==> config.mk <==
export PLATFORM = sky130hd
export DESIGN_NAME = eip_external_irq
export DESIGN_NICKNAME = d
export VERILOG_FILES = /design/src/eip_pkg.sv /design/src/eip_external_irq.sv
export SDC_FILE = /design/constraint.sdc
export NUM_CORES = 1
export LEC_CHECK = 0
export ABC_AREA = 1
export BUFFER_PORTS_ARGS = -buffer_cell sky130_fd_sc_hd__buf_2
export CAP_MARGIN = 20
export CORE_MARGIN = 4
export CORE_UTILIZATION = 48
export CTS_BUF_LIST = sky130_fd_sc_hd__clkbuf_4
export CTS_CLUSTER_DIAMETER = 40
export DETAILED_ROUTE_END_ITERATION = 12
export MAX_ROUTING_LAYER = met4
export PLACE_DENSITY = 0.78
export SLEW_MARGIN = 20
export SYNTH_ARGS = -nofsm -noshare
export SYNTH_HDL_FRONTEND = slang
export SYNTH_SLANG_ARGS = --single-unit
==> constraint.sdc <==
create_clock -name sys_clk -period 2.11 [get_ports sys_clk]
set_clock_uncertainty 0.05 [all_clocks]
set_input_delay 0.211 -clock sys_clk [delete_from_list [all_inputs] [get_ports sys_clk]]
set_output_delay 0.211 -clock sys_clk [all_outputs]
set_load 0.01 [all_outputs]
==> src/eip_pkg.sv <==
package eip_pkg;
  // Register indices; the bus byte address is four times the index
  localparam logic [15:0] IDX_IRQ_ONE   = 16'h7070;
  localparam logic [15:0] IDX_NMI       = 16'h7072;
  localparam logic [15:0] IDX_RSV_B0    = 16'h7074;
  localparam logic [15:0] IDX_RSV_B1    = 16'h7076;
  localparam logic [15:0] IDX_IRQ_TWO   = 16'h7078;
  localparam logic [15:0] IDX_IRQ_THREE = 16'h707A;
  localparam logic [15:0] IDX_RSV_PM0   = 16'h707C;
  localparam logic [15:0] IDX_RSV_PM1   = 16'h707E;
  localparam logic [15:0] IDX_PROTECT   = 16'h742C;
  localparam logic [15:0] IDX_VECTOR    = 16'h701E;
  localparam logic [15:0] IDX_STATUS    = 16'h7080;
  localparam logic [15:0] IDX_MASK      = 16'h7082;

  localparam int ADDR_W = 18;
  localparam logic [ADDR_W-1:0] ADDR_IRQ_ONE   = {IDX_IRQ_ONE, 2'b00};
  localparam logic [ADDR_W-1:0] ADDR_NMI       = {IDX_NMI, 2'b00};
  localparam logic [ADDR_W-1:0] ADDR_IRQ_TWO   = {IDX_IRQ_TWO, 2'b00};
  localparam logic [ADDR_W-1:0] ADDR_IRQ_THREE = {IDX_IRQ_THREE, 2'b00};
  localparam logic [ADDR_W-1:0] ADDR_PROTECT   = {IDX_PROTECT, 2'b00};
  localparam logic [ADDR_W-1:0] ADDR_VECTOR    = {IDX_VECTOR, 2'b00};
  localparam logic [ADDR_W-1:0] ADDR_STATUS    = {IDX_STATUS, 2'b00};
  localparam logic [ADDR_W-1:0] ADDR_MASK      = {IDX_MASK, 2'b00};

  // Source slots, also the bit positions in status and mask
  localparam int SRC_ONE   = 0;
  localparam int SRC_NMI   = 1;
  localparam int SRC_TWO   = 2;
  localparam int SRC_THREE = 3;
  localparam int SRC_PROT  = 4;
  localparam int NUM_SRC   = 5;

  localparam logic [ADDR_W-1:0] SRC_ADDR [NUM_SRC] =
    '{ADDR_IRQ_ONE, ADDR_NMI, ADDR_IRQ_TWO, ADDR_IRQ_THREE, ADDR_PROTECT};
  localparam logic [ADDR_W-1:0] RSV_ADDR [4] =
    '{{IDX_RSV_B0, 2'b00}, {IDX_RSV_B1, 2'b00}, {IDX_RSV_PM0, 2'b00}, {IDX_RSV_PM1, 2'b00}};

  // Writable control bits per source: type A, NMI, type C, protect
  localparam logic [15:0] WMASK_A    = 16'h000F;
  localparam logic [15:0] WMASK_NMI  = 16'h000B;
  localparam logic [15:0] WMASK_C    = 16'h003F;
  localparam logic [15:0] WMASK_PROT = 16'h0001;
  localparam logic [15:0] SRC_WMASK [NUM_SRC] =
    '{WMASK_A, WMASK_NMI, WMASK_C, WMASK_C, WMASK_PROT};

  localparam logic [15:0] CTRL_RESET  = 16'h0000;
  localparam logic [15:0] VEC_PHANTOM = 16'h0000;
  localparam logic [15:0] VEC_ONE     = 16'h0001;
  localparam logic [15:0] VEC_TWO     = 16'h0011;
  localparam logic [15:0] VEC_THREE   = 16'h001F;

  // Control register layout
  typedef struct packed {
    logic       flag;
    logic [7:0] rsvd;
    logic       pin;
    logic       dout;
    logic       dir;
    logic       gpio;
    logic       prio;
    logic       pol;
    logic       en;
  } eip_ctrl_t;

  // Requests toward the core arbitration
  typedef struct packed {
    logic lineOne;
    logic lineTwo;
    logic lineSix;
    logic nmi;
  } eip_core_req_t;
endpackage

==> src/eip_external_irq.sv <==
// Overview of operation
// - Five external sources exist: three maskable user inputs, one nonmaskable input, one drive protect input.
// - The first user input is a type A source controlled and reported at index 7070h.
// - The first user input works as a level 1 request, a level 6 request, or an input-only pin.
// - The nonmaskable input is controlled at 7072h and acts as a nonmaskable request or an input pin.
// - The second user input is a type C source at 7078h: level 1, level 6, or a two-way pin.
// - The third user input is a type C source at 707Ah: level 1, level 6, or a two-way pin.
// - An enabled drive protect event floats the timer and PWM outputs and signals the CPU.
// - The drive protect request is maskable and always goes to core line two.
// - At low priority the user sources rank one, two, three and give vectors 0001h, 0011h, 001Fh.
// - The third user register at 707Ah is separate from every other source register.
// - Each source has a flag set on request and an enable; only both set are forwarded.
// - An acknowledge with nothing requesting on that line yields the phantom vector 0000h.
// - At high priority the user sources go to core line one with the same vectors and order.
//
// The implementer's own choice: register access over APB.
module eip_external_irq (
  input  wire logic                        sys_clk,
  input  wire logic                        rstn,
  input  wire logic                        psel,
  input  wire logic                        penable,
  input  wire logic                        pwrite,
  input  wire logic [eip_pkg::ADDR_W-1:0]  paddr,
  input  wire logic [31:0]                 pwdata,
  output logic      [31:0]                 prdata,
  output logic                             pready,
  output logic                             pslverr,
  input  wire logic                        extIrqOnePin,
  input  wire logic                        nmiPin,
  input  wire logic                        extIrqTwoIn,
  output logic                             extIrqTwoOut,
  output logic                             extIrqTwoOe,
  input  wire logic                        extIrqThreeIn,
  output logic                             extIrqThreeOut,
  output logic                             extIrqThreeOe,
  input  wire logic                        driveFaultN,
  output logic                             timerPwmHiZ,
  input  wire logic                        ackLineOne,
  input  wire logic                        ackLineSix,
  output eip_pkg::eip_core_req_t           coreReq,
  output logic                             irq
);

  logic                          rstMeta;
  logic                          rstSync;
  logic                          armed;
  eip_pkg::eip_ctrl_t            ctrl     [eip_pkg::NUM_SRC];
  logic [15:0]                   ctrlView [eip_pkg::NUM_SRC];
  logic [eip_pkg::NUM_SRC-1:0]   flag;
  logic [eip_pkg::NUM_SRC-1:0]   pinNow;
  logic [eip_pkg::NUM_SRC-1:0]   pinPrev;
  logic [eip_pkg::NUM_SRC-1:0]   srcEvt;
  logic [eip_pkg::NUM_SRC-1:0]   enBits;
  logic [eip_pkg::NUM_SRC-1:0]   fwd;
  logic [eip_pkg::NUM_SRC-1:0]   wrSel;
  logic [eip_pkg::NUM_SRC-1:0]   status;
  logic [eip_pkg::NUM_SRC-1:0]   mask;
  logic [eip_pkg::NUM_SRC-1:0]   rdClr;
  logic [2:0]                    userFwd;
  logic [2:0]                    userPrio;
  logic [2:0]                    highPend;
  logic [2:0]                    lowPend;
  logic [15:0]                   vector;
  logic [31:0]                   rdMux;
  logic                          rdHit;
  logic                          rsvHit;
  logic                          setupPh;
  logic                          accessPh;

  // Reset release through two flops; assertion stays asynchronous
  always_ff @(posedge sys_clk or negedge rstn) begin
    if (!rstn) begin
      rstMeta <= 1'b0;
      rstSync <= 1'b0;
    end else begin
      rstMeta <= 1'b1;
      rstSync <= rstMeta;
    end
  end

  assign setupPh  = psel & ~penable;
  assign accessPh = psel & penable & pready;

  // Pin levels by slot; the protect input is active low
  assign pinNow = {~driveFaultN, extIrqThreeIn, extIrqTwoIn, nmiPin, extIrqOnePin};

  // Previous levels; armed blocks a false edge on the first cycle
  always_ff @(posedge sys_clk or negedge rstSync) begin
    if (!rstSync) begin
      pinPrev <= '0;
      armed   <= 1'b0;
    end else begin
      pinPrev <= pinNow;
      armed   <= 1'b1;
    end
  end

  // Edge events per source; GPIO mode raises no request
  always_comb begin
    for (int i = 0; i < eip_pkg::NUM_SRC; i++) begin
      srcEvt[i] = armed & ~ctrl[i].gpio &
                  (ctrl[i].pol ? (pinNow[i] & ~pinPrev[i]) : (~pinNow[i] & pinPrev[i]));
      enBits[i] = ctrl[i].en;
    end
    srcEvt[eip_pkg::SRC_PROT] = armed & pinNow[eip_pkg::SRC_PROT] & ~pinPrev[eip_pkg::SRC_PROT];
  end

  // Write select per source register, each at its own address
  always_comb begin
    for (int i = 0; i < eip_pkg::NUM_SRC; i++) begin
      wrSel[i] = accessPh & pwrite & (paddr == eip_pkg::SRC_ADDR[i]);
    end
  end

  // Software control bits; unwritable bits are held at zero
  always_ff @(posedge sys_clk or negedge rstSync) begin
    if (!rstSync) begin
      for (int i = 0; i < eip_pkg::NUM_SRC; i++) begin
        ctrl[i] <= eip_pkg::eip_ctrl_t'(eip_pkg::CTRL_RESET);
      end
    end else begin
      for (int i = 0; i < eip_pkg::NUM_SRC; i++) begin
        if (wrSel[i]) begin
          ctrl[i] <= eip_pkg::eip_ctrl_t'(pwdata[15:0] & eip_pkg::SRC_WMASK[i]);
        end
      end
    end
  end

  // Flags: hardware set beats a write-one clear in the same cycle
  always_ff @(posedge sys_clk or negedge rstSync) begin
    if (!rstSync) begin
      flag <= '0;
    end else begin
      flag <= (flag & ~(wrSel & {eip_pkg::NUM_SRC{pwdata[15]}})) | srcEvt;
    end
  end

  // Forwarding needs flag and enable together
  assign fwd      = flag & enBits;
  assign userFwd  = {fwd[eip_pkg::SRC_THREE], fwd[eip_pkg::SRC_TWO], fwd[eip_pkg::SRC_ONE]};
  assign userPrio = {ctrl[eip_pkg::SRC_THREE].prio, ctrl[eip_pkg::SRC_TWO].prio,
                     ctrl[eip_pkg::SRC_ONE].prio};
  assign highPend = userFwd & ~userPrio;
  assign lowPend  = userFwd & userPrio;

  // Core requests registered; protect always on line two
  always_ff @(posedge sys_clk or negedge rstSync) begin
    if (!rstSync) begin
      coreReq <= '0;
    end else begin
      coreReq.lineOne <= |highPend;
      coreReq.lineSix <= |lowPend;
      coreReq.lineTwo <= fwd[eip_pkg::SRC_PROT];
      coreReq.nmi     <= fwd[eip_pkg::SRC_NMI];
    end
  end

  // Fixed ranking: first, second, then third user source
  function automatic logic [15:0] pickVec(input logic [2:0] pend);
    logic [15:0] v;
    v = eip_pkg::VEC_PHANTOM;
    if (pend[2]) begin
      v = eip_pkg::VEC_THREE;
    end
    if (pend[1]) begin
      v = eip_pkg::VEC_TWO;
    end
    if (pend[0]) begin
      v = eip_pkg::VEC_ONE;
    end
    return v;
  endfunction

  // Vector captured at acknowledge; empty line gives the phantom code
  always_ff @(posedge sys_clk or negedge rstSync) begin
    if (!rstSync) begin
      vector <= eip_pkg::VEC_PHANTOM;
    end else if (ackLineOne) begin
      vector <= pickVec(highPend);
    end else if (ackLineSix) begin
      vector <= pickVec(lowPend);
    end
  end

  // Protect event floats drive outputs while flagged and enabled
  always_ff @(posedge sys_clk or negedge rstSync) begin
    if (!rstSync) begin
      timerPwmHiZ <= 1'b0;
    end else begin
      timerPwmHiZ <= fwd[eip_pkg::SRC_PROT];
    end
  end

  // Type C pins drive only in GPIO output mode
  always_ff @(posedge sys_clk or negedge rstSync) begin
    if (!rstSync) begin
      extIrqTwoOut   <= 1'b0;
      extIrqTwoOe    <= 1'b0;
      extIrqThreeOut <= 1'b0;
      extIrqThreeOe  <= 1'b0;
    end else begin
      extIrqTwoOut   <= ctrl[eip_pkg::SRC_TWO].dout;
      extIrqTwoOe    <= ctrl[eip_pkg::SRC_TWO].gpio & ctrl[eip_pkg::SRC_TWO].dir;
      extIrqThreeOut <= ctrl[eip_pkg::SRC_THREE].dout;
      extIrqThreeOe  <= ctrl[eip_pkg::SRC_THREE].gpio & ctrl[eip_pkg::SRC_THREE].dir;
    end
  end

  // Clear only the bits the read actually returned, so no event is lost
  assign rdClr = (accessPh & ~pwrite & (paddr == eip_pkg::ADDR_STATUS)) ?
                 prdata[eip_pkg::NUM_SRC-1:0] : '0;

  // Sticky event status, mask and the level interrupt
  always_ff @(posedge sys_clk or negedge rstSync) begin
    if (!rstSync) begin
      status <= '0;
      mask   <= '0;
      irq    <= 1'b0;
    end else begin
      status <= (status & ~rdClr) | srcEvt;
      if (accessPh & pwrite & (paddr == eip_pkg::ADDR_MASK)) begin
        mask <= pwdata[eip_pkg::NUM_SRC-1:0];
      end
      irq <= |(status & mask);
    end
  end

  // Read view of each control register with flag and live pin
  always_comb begin
    for (int i = 0; i < eip_pkg::NUM_SRC; i++) begin
      ctrlView[i] = {flag[i], 8'h00, pinNow[i], 6'(ctrl[i]) & eip_pkg::SRC_WMASK[i][5:0]};
    end
  end

  // Read decode; reserved slots answer zero without error
  always_comb begin
    rdMux  = '0;
    rdHit  = 1'b0;
    rsvHit = 1'b0;
    for (int i = 0; i < eip_pkg::NUM_SRC; i++) begin
      if (paddr == eip_pkg::SRC_ADDR[i]) begin
        rdMux = {16'h0000, ctrlView[i]};
        rdHit = 1'b1;
      end
    end
    for (int i = 0; i < 4; i++) begin
      if (paddr == eip_pkg::RSV_ADDR[i]) begin
        rsvHit = 1'b1;
      end
    end
    if (paddr == eip_pkg::ADDR_VECTOR) begin
      rdMux = {16'h0000, vector};
      rdHit = 1'b1;
    end
    if (paddr == eip_pkg::ADDR_STATUS) begin
      rdMux = {27'h0000000, status};
      rdHit = 1'b1;
    end
    if (paddr == eip_pkg::ADDR_MASK) begin
      rdMux = {27'h0000000, mask};
      rdHit = 1'b1;
    end
    rdHit = rdHit | rsvHit;
  end

  // APB answer: no wait states, data and error registered in setup
  always_ff @(posedge sys_clk or negedge rstSync) begin
    if (!rstSync) begin
      pready  <= 1'b0;
      pslverr <= 1'b0;
      prdata  <= '0;
    end else begin
      pready  <= setupPh;
      pslverr <= setupPh & ~rdHit;
      if (setupPh) begin
        prdata <= pwrite ? 32'h00000000 : rdMux;
      end
    end
  end
endmodule

Word level (Yosys, flattened, before mapping):

Cells that the tools add are included.

* output and inout bits: 44
* input bits: 62
* word-level logic and storage cells: 153
* bits in registers: 102

* equality and inequality tests: 12
* muxes and demuxes: 34
* bitwise logic cells: 63
* reduce and logical (&&, ||, !) cells: 4

Operators by type and width (count)
* two-way mux 16 bit: 15
* equality test 18 x 17 -> 1 bit (second input constant): 12
* AND 1 bit: 33
* AND 5 bit: 5
* NOT 1 bit: 17
* two-way mux 1 bit: 16
* two-way mux 5 bit: 3
* NOT 5 bit: 2
* bitwise OR 5 bit: 2
* AND 3 bit: 2
* OR reduction 3 bit: 2
* OR reduction 5 bit: 1
* NOT 3 bit: 1
* nonzero test 2 bit: 1
* bitwise OR 1 bit: 1

Longest topological paths before layout:

* word-level depth: 12
* gate-level depth with buffers: 15
* gate-level depth less buffers: 15

Least setup slack after synthesis:

OpenSTA, ideal clock, no wires.

* path kind: reg-to-reg
* start: reg pready
* end: reg flag[0] (netlist bit)
* data arrival time: 1.269 ns
* required time: 1.936 ns
* path buffers: 0
* cell stages (with the launch flop): 6
* period minus slack after synthesis: 1.442 ns
* slack: 0.668 ns
* setup time: 0.124 ns
* cells stage by stage: dfrtp_1 -> nand3_1 -> nor2_1 -> nand3_1 -> o21ai_0 -> nand2_1

* longest elaborated chain between the ends: 7

RTL lines
* from (decl): RTL line eip_external_irq.sv:26 `output logic pready,`
* from (signal assigned): RTL line eip_external_irq.sv:274 `pready <= setupPh;`
* AND 1 bit: RTL line eip_external_irq.sv:82 `assign accessPh = psel & penable & pready;`
* AND 1 bit (2 in a row): RTL line eip_external_irq.sv:111 `wrSel[i] = accessPh & pwrite & (paddr == eip_pkg::SRC_ADDR[i]);`
* AND 5 bit: RTL line eip_external_irq.sv:135 `flag <= (flag & ~(wrSel & {eip_pkg::NUM_SRC{pwdata[15]}})) | srcEvt;`
* NOT 5 bit: RTL line eip_external_irq.sv:135
* AND 5 bit: RTL line eip_external_irq.sv:135
* bitwise OR 5 bit: RTL line eip_external_irq.sv:135
* to (signal assigned): RTL line eip_external_irq.sv:135
* to (decl): RTL line eip_external_irq.sv:49 `logic [eip_pkg::NUM_SRC-1:0] flag;`

No other way between the ends.
A chain may end at the register's enable or synchronous reset.

Final worst setup path:

* start: in penable
* end: reg prdata[0]

* longest elaborated chain between the ends: 2

RTL lines
* from (decl): RTL line eip_external_irq.sv:21 `input wire logic penable,`
* NOT 1 bit: RTL line eip_external_irq.sv:81 `assign setupPh = psel & ~penable;`
* AND 1 bit: RTL line eip_external_irq.sv:81
* net setupPh: RTL line eip_external_irq.sv:67 `logic setupPh;`
* to (signal assigned): RTL line eip_external_irq.sv:277 `prdata <= pwrite ? 32'h00000000 : rdMux;`
* to (decl): RTL line eip_external_irq.sv:25 `output logic [31:0] prdata,`

The timed path passes the listed nets, and every way through them passes these cells.

==> metrics.yaml <==
pwr:
  ir_worst_vdd_mv: 0.329
  power_mw: 2.26
  pwr-share-seq_pct: 56.2
  power.density_mw_per_mm2: 546
  power.leakage_nw: 2.31
  p_int_mw: 1.68
  power.net_switching_mw: 0.582
  switching_share_pct: 25.7
  combPwrFrac_pct: 8.3
  p_clk_share_pct: 35.4
finish:
  area_growth_pct: 15.7
  fillCellCount: 678
  antenna_cells: 0
  finalCoreUtilization_pct: 57.1
  layout.nets: 595
  drive_gt1_share_pct: 21.2
clock_tree:
  cts_tree: "done"
  post_cts_buffers: 0
  clock_sinks: 65
  cts_buffers: 9
  ctsResizeCount: 0
  h-tree-depth: 3
  clk_pin_slew_ns: 0.10
  clock_latency_ns: 0.41
  clockBufferDepth: 2
  root_buffer: "clkbuf_4"
synth:
  syn_area_per_cell_um2: 7.86
  synth_edf_count: 0
  ys.flop_type: "dfrtp_1"
  yosysUniqueCellTypes: 37
  yosysTopAreaCell: "dfrtp_1"
  ys_warn_count: 0
  synth.top_cell.area_share_pct: 45.5
  synth_area_mm2: 0.00358
  synthCells: 455
  synth_area_leaders: "dfrtp_1 45%, nand2_1 13%, inv_1 6.4%, buf_4 5.2%, nand3_1 4.1%"
  synth_seq_cells: 65
  async_reset_ff_share_pct: 100
  synth.yosys.seq_area_share_pct: 45.5
critical_path:
  cp_max_fo: 8
  critPathTopFamily: "buffers and inverters"
  critPathRequiredTime_ns: 2.42
  start_kind: "input pin"
  rrSetupSlack_ns: 0.58
  r2r_start: "pready"
  reg2reg_to: "flag[0]"
  crit_chain: "dlygate4sd3_1, buf_2, nor2_1, inv_1, nor2_1, o21ai_0, inv_1, nand2_1, nand2_1"
  cp.arrival_ns: 1.90
  path_class: "input pin to flip-flop"
  critPathBufInv: 4
  endpoint_kind: "flip-flop"
  slowest_delay_ns: 0.54
  slowest_stage: "dlygate4sd3_1"
  worst_r2r_path_depth: 6
global_routing:
  grt.total_usage_pct: 21.8
  grt_antenna_before_repair: 0
  grt_pass1_wl_um: 14400
  grt_pass1_vias: 3077
  overflow: 0
  grt_max_degree: 28
die:
  core-area_mm2: 0.00725
  rows: 31
  dieArea_mm2: 0.00890
  die-width_um: 94.3
  initial_core_util_pct: 49.3
  ios: 106
  die_height_um: 94.3
placement:
  io_buffers: 56
  dpl.hpwl_um: 6620
  place_ws_ns: 0.379
  place_congestion: 0.912
hold_path:
  worst_hold_path.endpoint: "vector[0]"
  hold_path_class: "input pin to flip-flop"
  hp-start: "ackLineSix"
  min_path_cells: 3
routing:
  first_iter_violations: 226
  drt-vias-per-instance: 4.93
  dr.pass1.iters: 4
  wire_per_inst_um: 13.5
  ant_nets: 0
  vias: 3137
  drt-total-wl_um: 8590
  drc: 0
timing:
  fmax_mhz: 628
  slew_viol_final: 0
  finalHoldViolations: 0
  tightest_slew_ns: 0.556
  setup_tns_ns: 0
  slew_headroom_pct: 63.0
  finalCritPeriodShare_pct: 75.5
  fin_crit_ns: 1.59
  finalSetupViolations: 0
  rsz0062_at_grt: "false"
  finalWorstSetupSlack_ns: 0.517
run_status:
  status: "complete, no violations"
run:
  maxCapViolCount: 0
[routing by layer]
layer	up-vias	routed length [um]	GRT usage (%)
met5	-	0	-
met4	0	165	7.70
met2	116	3960	34.2
met3	16	700	4.54
met1	1436	3760	28.3
li1	1569	-	-
[through the flow]
| step | instance area (um2) | instances | hold slack (ns) |
|---|---|---|---|
| after floorplan | 3670 | 479 | -0.135 |
| after global routing | 4140 | 636 | 0.00812 |
| after detailed placement | 3920 | 611 | -0.0522 |
| final | 4140 | 636 | 0.0214 |
| after global placement | 3920 | 611 | -0.0527 |
| after CTS | 4140 | 636 | 0.00324 |
[cells in the mapped netlist (all sizes together), types with 2 or more instances]
| cell | instances |
|---|---|
| nand3 | 37 |
| or2 | 2 |
| nand3b | 4 |
| o211ai | 4 |
| clkinv | 2 |
| nor4 | 3 |
| a21oi | 9 |
| dfrtp | 65 |
| nor2 | 30 |
| o21ai | 51 |
| inv | 72 |
| nand4 | 6 |
| nor3 | 5 |
| conb | 2 |
| nand2 | 127 |
| buf | 27 |
[placed cells by master, fill, tap and decap left out, drive strengths merged]
cell type / n
dlygate4sd3: 10
nor4: 3
clkinv: 6
o2111ai: 1
o211ai: 4
a21oi: 9
o41ai: 1
a32oi: 1
nand2: 127
o22ai: 1
dfrtp: 65
o21ai: 51
o221ai: 1
a221oi: 1
nor3: 5
a31oi: 1
bufinv: 1
inv: 72
or2: 2
o21bai: 1
a21o: 1
nor2: 30
nand3: 37
clkbuf: 10
buf: 60
nand3b: 4
nand4: 6
conb: 26
[worst reg2reg max path: cells and delay by family (launching register included)]
family | cells | cell delay, ns
simple gates | 4 | 0.59
flops | 1 | 0.36
compound gates | 1 | 0.23
buf+inv | 1 | 0.18
[state kept, by name, summed over array words and instances (netlist names), 3 cells and up]
signal / cells
status: 5
flag: 5
coreReq: 3
ctrl: 20
mask: 5
prdata: 8
pinPrev: 5
vector: 3
[cell families after synthesis]
family                 Yosys count  share of synthesized area, %
other                            2                         0.210
AND/OR/NAND/NOR                214                          29.8
AO/OA/AOI/OAI                   73                          11.2
buffers and inverters          101                          13.3
flip-flops                      65                          45.5
[what timing repair did]
action	4_1_cts	5_1_grt
endpoints found under the setup margin	0	0
endpoints found under the hold margin	11	0
hold buffers	10	0
[power groups by stage]
stage	sequential [mW]	clock, mW	combinational [mW]
floorplan	1.30	0	0.116
global placement	1.30	0	0.169
detailed placement	1.30	0	0.173
CTS	1.27	0.810	0.188
global route	1.27	0.888	0.212
finish	1.27	0.801	0.189
[area by class of cell]
cell class	count	area [um2]	share of cell area, %
flip-flops and latches	65	1630	39.3
multi-input cells	313	1570	37.8
repair buffers	70	423	10.2
inverters	74	279	6.74
well taps	99	124	2.99
clock buffers	10	75.1	1.81
clock inverters	5	47.5	1.15
[worst max path at each step]
stage                      to  slack (ns)  depth (start not counted)      start
CTS                   flag[0]        0.58                          8    penable
floorplan               armed        0.12                          0    rstSync
detailed placement  prdata[1]        0.38                         15  paddr[12]
global route          flag[0]        0.39                          8    penable
global placement    prdata[3]        0.41                         15  paddr[13]
finish              prdata[0]        0.52                          9    penable
Note: power is estimated with default switching activity, not from simulation.
